<file path="config.mk">
export PLATFORM = sky130hd
export DESIGN_NAME = uoef_top
export DESIGN_NICKNAME = d
export VERILOG_FILES = /design/src/design/uoef_pkg.sv /design/src/design/uoef_top.sv
export SDC_FILE = /design/constraint.sdc
export NUM_CORES = 1
export LEC_CHECK = 0
export BUFFER_PORTS_ARGS = -buffer_cell sky130_fd_sc_hd__buf_2
export CORE_ASPECT_RATIO = 1.75
export CORE_MARGIN = 1.5
export CORE_UTILIZATION = 49
export CTS_CLUSTER_DIAMETER = 60
export CTS_CLUSTER_SIZE = 25
export DETAILED_ROUTE_END_ITERATION = 12
export GPL_ROUTABILITY_DRIVEN = 1
export GPL_TIMING_DRIVEN = 0
export MAX_ROUTING_LAYER = met4
export PLACE_DENSITY = 0.78
export SYNTH_ARGS = -nofsm -noshare
export SYNTH_HDL_FRONTEND = slang
export SYNTH_SLANG_ARGS = --single-unit
export TNS_END_PERCENT = 30
</file>
<file path="constraint.sdc">
create_clock -name pclk -period 2.4 [get_ports pclk]
set_clock_uncertainty 0.05 [all_clocks]
set_input_delay 0.12 -clock pclk [delete_from_list [all_inputs] [get_ports pclk]]
set_output_delay 0.12 -clock pclk [all_outputs]
set_load 0.005 [all_outputs]
</file>
<file path="src/design/uoef_pkg.sv">
// package: register map, bit positions and carrier types for the usb event flag block
package uoef_pkg;
  // register byte offsets on apb
  localparam logic [7:0] OTG_STAT_OFF = 8'h00;
  localparam logic [7:0] ERR_STAT_OFF = 8'h04;
  localparam logic [7:0] IRQ_EN_OFF = 8'h08;
  localparam logic [7:0] IRQ_CLR_OFF = 8'h0c;
  localparam logic [7:0] ROLE_OFF = 8'h10;
  // otg group bit positions
  localparam int OTG_ID_BIT = 7;
  localparam int OTG_MS_BIT = 6;
  localparam int OTG_LINE_BIT = 5;
  localparam int OTG_ACT_BIT = 4;
  localparam int OTG_SESV_BIT = 3;
  localparam int OTG_SESE_BIT = 2;
  localparam int OTG_AVBUS_BIT = 0;
  localparam logic [7:0] OTG_IMPL_MASK = 8'hfd;
  // error group bit positions
  localparam int ERR_BTS_BIT = 7;
  localparam int ERR_BMX_BIT = 6;
  localparam int ERR_DMA_BIT = 5;
  localparam int ERR_BTO_BIT = 4;
  localparam int ERR_DFN_BIT = 3;
  localparam int ERR_CRC16_BIT = 2;
  localparam int ERR_CRC5_BIT = 1;
  localparam int ERR_PID_BIT = 0;
  // reset values
  localparam logic [7:0] FLAG_RST = 8'h00;
  localparam logic [15:0] EN_RST = 16'h0000;
  // timing
  localparam int CLK_HZ = 25000000;
  localparam int MS_US = 1000;
  localparam int MS_CYC = CLK_HZ / 1000000 * MS_US;
  localparam logic [14:0] MS_CNT_MAX = 15'(MS_CYC - 1);
  // pin group after synchronisation
  typedef struct packed {
    logic id;
    logic [1:0] line;
    logic sess_end;
    logic sess_vld;
    logic vbus_low;
  } uoef_pins_s;
  // one-cycle packet/dma error events from the engine
  typedef struct packed {
    logic bit_stuff;
    logic bdt_base_bad;
    logic buf_addr_bad;
    logic dma_late;
    logic dma_trunc;
    logic turnaround_to;
    logic field_size;
    logic crc16;
    logic crc5;
    logic sof_zero_busy;
    logic pid_check;
  } uoef_errs_s;
  // whole state of the block
  typedef struct packed {
    uoef_pins_s s1;
    uoef_pins_s s2;
    uoef_pins_s prev;
    logic [1:0] stable_line;
    logic [1:0] cand_line;
    logic [14:0] line_cnt;
    logic line_armed;
    logic [14:0] ms_cnt;
    logic [7:0] otg_flags;
    logic [7:0] err_flags;
    logic [15:0] irq_en;
    logic host_role;
    logic [31:0] prdata;
    logic pready;
    logic pslverr;
    logic irq;
  } uoef_state_s;
endpackage

</file>
<file path="src/design/uoef_top.sv">
// top: usb otg and error sticky flags with apb slave and one interrupt
// Operation
// RULE1: id pin change sets otg bit 7
// RULE2: one ms timer expiry sets bit 6
// RULE3: new stable line state sets bit 5
// RULE4: wake activity sets bit 4
// RULE5: vbus below session end sets bit 3
// RULE6: session end input change sets bit 2
// RULE7: session valid input change sets bit 0
// RULE8: flags reset zero, write one clears
// RULE9: bit stuff error sets error bit 7
// RULE10: bad descriptor or buffer address sets 6
// RULE11: dma late or truncation sets 5
// RULE12: turnaround timeout sets error bit 4
// RULE13: partial byte data field sets 3
// RULE14: data crc16 failure sets bit 2
// RULE15: bit 1 crc5 device, sof host
// RULE16: unimplemented bits read as zero
// RULE17: pid complement failure sets bit 0
// RULE18: flags sticky, set beats clear
//
// Chosen here: register access over APB and the register offsets.
`timescale 1ns/1ps
`default_nettype none
module uoef_top
  import uoef_pkg::*;
(
  input wire logic pclk,
  input wire logic presetn,
  input wire logic psel,
  input wire logic penable,
  input wire logic pwrite,
  input wire logic [7:0] paddr,
  input wire logic [31:0] pwdata,
  output logic [31:0] prdata,
  output logic pready,
  output logic pslverr,
  input wire logic id_pin,
  input wire logic [1:0] line_pins,
  input wire logic sess_end_in,
  input wire logic sess_vld_in,
  input wire logic vbus_low_in,
  input wire logic wake_event,
  input wire uoef_errs_s err_ev,
  output logic irq
);
  uoef_state_s st_ff, nxt_st;
  uoef_pins_s raw;
  logic [7:0] otg_set, err_set, otg_clr, err_clr;
  logic wr_acc, rd_acc;

  // decode one register offset
  function automatic logic hit(input logic [7:0] a, input logic [7:0] off);
    return a == off;
  endfunction

  assign raw = '{id: id_pin, line: line_pins, sess_end: sess_end_in,
                 sess_vld: sess_vld_in, vbus_low: vbus_low_in};
  // a write lands at the edge where the master samples pready high
  assign wr_acc = psel && penable && pwrite && st_ff.pready;
  assign rd_acc = psel && penable && !pwrite && !st_ff.pready;

  // otg set events from synchronised pins, the ms timer and the unsynchronised wake input
  always_comb begin
    otg_set = 8'h00;
    otg_set[OTG_ID_BIT] = st_ff.s2.id != st_ff.prev.id; // RULE1
    otg_set[OTG_MS_BIT] = st_ff.ms_cnt == MS_CNT_MAX; // RULE2
    otg_set[OTG_LINE_BIT] = st_ff.line_armed && st_ff.line_cnt == MS_CNT_MAX
                            && st_ff.cand_line != st_ff.stable_line; // RULE3
    otg_set[OTG_ACT_BIT] = wake_event; // RULE4
    otg_set[OTG_SESV_BIT] = st_ff.s2.vbus_low && !st_ff.prev.vbus_low; // RULE5
    otg_set[OTG_SESE_BIT] = st_ff.s2.sess_end != st_ff.prev.sess_end; // RULE6
    otg_set[OTG_AVBUS_BIT] = st_ff.s2.sess_vld != st_ff.prev.sess_vld; // RULE7
  end

  // error set events, bit 1 chosen by role
  always_comb begin
    err_set = 8'h00;
    err_set[ERR_BTS_BIT] = err_ev.bit_stuff; // RULE9
    err_set[ERR_BMX_BIT] = err_ev.bdt_base_bad || err_ev.buf_addr_bad; // RULE10
    err_set[ERR_DMA_BIT] = err_ev.dma_late || err_ev.dma_trunc; // RULE11
    err_set[ERR_BTO_BIT] = err_ev.turnaround_to; // RULE12
    err_set[ERR_DFN_BIT] = err_ev.field_size; // RULE13
    err_set[ERR_CRC16_BIT] = err_ev.crc16; // RULE14
    err_set[ERR_CRC5_BIT] = st_ff.host_role ? err_ev.sof_zero_busy : err_ev.crc5; // RULE15
    err_set[ERR_PID_BIT] = err_ev.pid_check; // RULE17
  end

  // write-one-to-clear strobes from the status or clear registers
  always_comb begin
    otg_clr = 8'h00;
    err_clr = 8'h00;
    if (wr_acc && hit(paddr, OTG_STAT_OFF)) begin
      otg_clr = pwdata[7:0]; // RULE8
    end
    if (wr_acc && hit(paddr, ERR_STAT_OFF)) begin
      err_clr = pwdata[7:0]; // RULE8
    end
    if (wr_acc && hit(paddr, IRQ_CLR_OFF)) begin
      otg_clr = otg_clr | pwdata[7:0];
      err_clr = err_clr | pwdata[15:8];
    end
  end

  // next state
  always_comb begin
    nxt_st = st_ff;
    nxt_st.s1 = raw;
    nxt_st.s2 = st_ff.s1;
    nxt_st.prev = st_ff.s2;
    // free running millisecond timer
    nxt_st.ms_cnt = (st_ff.ms_cnt == MS_CNT_MAX) ? 15'h0000 : st_ff.ms_cnt + 15'h0001;
    // line stability tracker
    if (st_ff.s2.line != st_ff.cand_line) begin
      nxt_st.cand_line = st_ff.s2.line;
      nxt_st.line_cnt = 15'h0000;
      nxt_st.line_armed = 1'b1;
    end else if (st_ff.line_armed) begin
      if (st_ff.line_cnt == MS_CNT_MAX) begin
        nxt_st.line_armed = 1'b0;
        nxt_st.stable_line = st_ff.cand_line; // RULE3
      end else begin
        nxt_st.line_cnt = st_ff.line_cnt + 15'h0001;
      end
    end
    // sticky flags, set wins over clear
    nxt_st.otg_flags = ((st_ff.otg_flags & ~otg_clr) | otg_set) & OTG_IMPL_MASK; // RULE18 RULE16
    nxt_st.err_flags = (st_ff.err_flags & ~err_clr) | err_set; // RULE18
    // register writes
    if (wr_acc && hit(paddr, IRQ_EN_OFF)) begin
      nxt_st.irq_en = pwdata[15:0];
    end
    if (wr_acc && hit(paddr, ROLE_OFF)) begin
      nxt_st.host_role = pwdata[0];
    end
    // apb answer, one wait state
    nxt_st.pready = (psel && penable && !st_ff.pready);
    nxt_st.pslverr = 1'b0;
    nxt_st.prdata = 32'h0000_0000;
    if (psel && penable && !st_ff.pready) begin
      if (!(hit(paddr, OTG_STAT_OFF) || hit(paddr, ERR_STAT_OFF) || hit(paddr, IRQ_EN_OFF)
            || hit(paddr, IRQ_CLR_OFF) || hit(paddr, ROLE_OFF))) begin
        nxt_st.pslverr = 1'b1;
      end
    end
    if (rd_acc) begin
      unique case (1'b1)
        hit(paddr, OTG_STAT_OFF): nxt_st.prdata = {24'h000000, st_ff.otg_flags}; // RULE16
        hit(paddr, ERR_STAT_OFF): nxt_st.prdata = {24'h000000, st_ff.err_flags}; // RULE16
        hit(paddr, IRQ_EN_OFF): nxt_st.prdata = {16'h0000, st_ff.irq_en};
        hit(paddr, ROLE_OFF): nxt_st.prdata = {31'h00000000, st_ff.host_role};
        default: nxt_st.prdata = 32'h0000_0000;
      endcase
    end
    nxt_st.irq = |({nxt_st.err_flags, nxt_st.otg_flags} & nxt_st.irq_en);
  end

  // state register
  always_ff @(posedge pclk or negedge presetn) begin
    if (!presetn) begin
      st_ff <= '0; // RULE8
    end else begin
      st_ff <= nxt_st;
    end
  end

  assign prdata = st_ff.prdata;
  assign pready = st_ff.pready;
  assign pslverr = st_ff.pslverr;
  assign irq = st_ff.irq;
endmodule
`default_nettype wire

</file>
==> metrics.md <==
| Metric | Value |
|---|---|
| Met3 WL post-DR | approximately 290 um |
| Top post-synthesis cells by area | dfrtp_1 (55%), buf_4 (5.3%), mux2_2 (4.1%) |
| Max Cap Viol | 0 |
| Clock-pin slew on the worst setup and hold paths | approximately 0.070 ns |
| Worst hold path class | in -> reg |
| Final worst slack | -0.1093 ns |
| Gr usage total | around a fifth |
| RSZ-0062 raised after global routing | true |
| Clk root buf | clkbuf_16 |
| N_diodes | 0 |
| Status | complete, but fails checks |
| Part of the power in combinational logic | 6.4% |
| Distinct cells, synth | 54 |
| Met1 WL | 3.628 mm |
| Power, Total | 3.508 mW |
| Vias in the first global route | 3476 |
| DP Wirelength | 7.006 mm |
| Post-Place Setup Slack | -0.5981 ns |
| Post-Route WL | roughly 9.7 mm |
| Cells after Synth | just over 400 |
| Setup TNS | -0.1093 ns |
| Finished Cell Area | 5873 um2 |
| Clk sinks | 102 |
| Max Clock Freq | approximately 0.4 GHz |
| Crit-path max FO | 10 |
| # setup viols final | 1 |
| Grt total ovfl | 0 |
| Seq/Total Area, Yosys | 55.08% |
| I/O Pins | 98 |
| NetSw | roughly 0.75 mW |
| DRC | 0 |
| Xor-xnor portion of the synthesized cell area | ~5.7% |
| Most common cell after layout, fill and taps aside | dfrtp_1 |
| Ys async rst share | 100.0% |
| Seq pwr share | 50.1% |
| Top FF cell, synth | dfrtp_1 |
| Initial antenna violation count | 0 |
| CP startpoint kind | flop |
| Clk_lat worst skew | 0.34 ns |
| Adder and majority gate portion of the synthesized area | 0.7559% |
| Die H | between 100 and 150 um |
| Initial core utilization | 50.64% |
| First-pass detailed-route iteration total | 4 |
| Mapped Avg Cell Area | 11.41 um2 |
| Core Region | between 9000 and 10000 um2 |
| Fin. max-slew vios | 0 |
| Final core occ | between 60% and 70% |
| Most frequent cells in the layout | dfrtp_1 (100), buf_2 (62), buf_4 (48), nor2_1 (37), dlygate4sd3_1 (22) |
| Slew headroom | 18.90% |
| Synthesized cell area | 4634 um2 |
| CTS tree | yes |
| Initial DRC count | 190 |
| PortBufs | 63 |
| Layout area overhead | 26.73% |
| Simple-gate share of the synthesized area | 16.66% |
| Clock power frac | approximately 44% |
| Final RePlAce weighted congestion | 0.8779 |
| P_int | ~2.8 mW |
| Final Net Count | approximately 600 |
| Fin crit share | 104.6% |
| Placed inst area | 5187 um2 |
| Top cell type's share of synthesized area | a little under three fifths |
| Slew @ Worst Pin | approximately 1.2 ns |
| Number of synthesized register bits | 102 |
| Largest net degree at the start of global routing | 76 |
| Met2 WL | ~5.5 mm |
| Num CTS Buffers | 9 |
| Remaining antenna violation count | 0 |
| Synth Area in Compound Gates | 7.640% |
| Ys Warns | 0 |
| Leak | 2.831 nW |
| Largest family of logic cells by synthesized area | simple AND/OR/NAND/NOR gates |
| Num rows | 46 |
| Fin crit period | 2.509 ns |
| Non-filler cells, final | 657 |
| First-pass GRT wire length | roughly 16 mm |
| EDFF count, synth | 0 |
| Full die area | ~10000 um2 |
| Routed len/inst | around 15 um |
| Sw frac | 21.34% |
| Largest area contributor in the netlist | dfrtp_1 |
| Die width | roughly 77 um |
| Via count | 3365 |
| WHS | 0.006253 ns |
| Mux cell area share after synthesis | 7.154% |
| Dpl cells | slightly above 600 |
| Critical Path RT | ~2.6 ns |
| DR top layer | met4 |
| CTS H-tree depth | 3 |
| Peak VDD IR | 451.2 uV |
| Vias per Instance | 5.122 |
| Fraction of layout cells with a size suffix above 1 | 31.10% |
| Clock tree buffer depth | 2 |
| Hold violation count in the final report | 0 |
| PwrDens | ~600 nW/um2 |
| Violated checks | negative setup slack |
| Crit. End Element | flop |
| CP arrival | 2.67 ns |
| Worst Setup Path Type | reg -> reg |
==> worst max-delay path, stage by stage, from the launching register on <==
cell      delay, ns
dfrtp_1        0.36
and4_1         0.21
buf_6          0.14
nand4_4        0.20
buf_8          0.23
mux2_4         0.31
a2111o_1       0.37
or4_1          0.51
==> per-layer routing <==
metal  global-route usage, %  vias to the layer above
met5                       -                        -
met4                   11.42                        0
met3                   2.708                       22
met2                   37.40                       94
met1                   20.85                     1627
li1                        -                     1622
==> final timing paths <==
path                             startpoint          end  slack (ns)  cells after the start
worst max-delay path                 pready          irq       -0.11                      7
worst min-delay path              err_ev[1]    st_ff[53]       0.006                      3
worst max register to register       pready          irq       -0.11                      7
worst min register to register  nxt_st[109]  nxt_st[103]        0.30                      0
max in group asynchronous           presetn    st_ff[84]        1.42                      3
min in group asynchronous           presetn    st_ff[79]        0.20                      2
==> area by class of cell <==
type	count	area, um2
Buffer	44	319.1
Clock buffer	10	229.0
Clock inverter	6	83.83
Fill cell	689	3278
Inverter	7	26.28
Multi-Input combinational cell	268	1839
Sequential cell	102	2555
Tap cell	120	150.1
Timing Repair Buffer	100	670.6
==> timing repair <==
item / in CTS / in global routing
endpoints found under the hold margin: 46 / 0
buffers inserted: 3 / 11
endpoints found under the setup margin: 14 / 13
hold buffers: 22 / 0
pin swaps: 0 / 6
resized for setup: 5 / 15
==> cell families (layout without fill, tap and decap cells) <==
| logic type | count (synthesis) | count (layout) |
|---|---|---|
| other | 1 | 16 |
| XOR/XNOR | 30 | 30 |
| adder cells (fa/ha/maj) | 3 | 3 |
| buffers and inverters | 51 | 167 |
| AND/OR/NAND/NOR | 138 | 138 |
| multiplexers | 30 | 30 |
| AO/OA/AOI/OAI | 51 | 51 |
| flip-flops | 102 | 102 |
==> cell usage after synthesis (3+ instances only) <==
cell and instances:
nor2_1 37, buf_4 33, o21a_1 4, nor3_1 6, xor2_1 21, dfrtp_1 102
nand4_1 9, or3_1 4, nand3_1 13, or2_2 6, mux2i_1 11, inv_1 7
a22oi_1 3, o21ai_0 14, mux2_2 17, clkbuf_1 10, and4_1 3, nor2b_1 4
or4_1 3, and2_1 9, nor3b_1 3, nand2_1 21, xnor2_1 9, a21oi_1 8
a21boi_0 7, a222oi_1 4
==> flip-flops by register name, summed over array words and instances, names as in the netlist <==
register / flops
st_ff: 71
nxt_st: 12
prdata: 16
irq: 1
pslverr: 1
pready: 1
==> power by group through the flow <==
stage | combinational (mW) | clock (mW) | sequential (mW)
finish | 0.223 | 1.53 | 1.76
global route | 0.248 | 1.63 | 1.76
CTS | 0.223 | 1.56 | 1.76
detailed placement | 0.195 | 0 | 1.79
global placement | 0.183 | 0 | 1.79
floorplan | 0.0891 | 0 | 1.79
No activity file was read; power rests on OpenSTA's default activity.
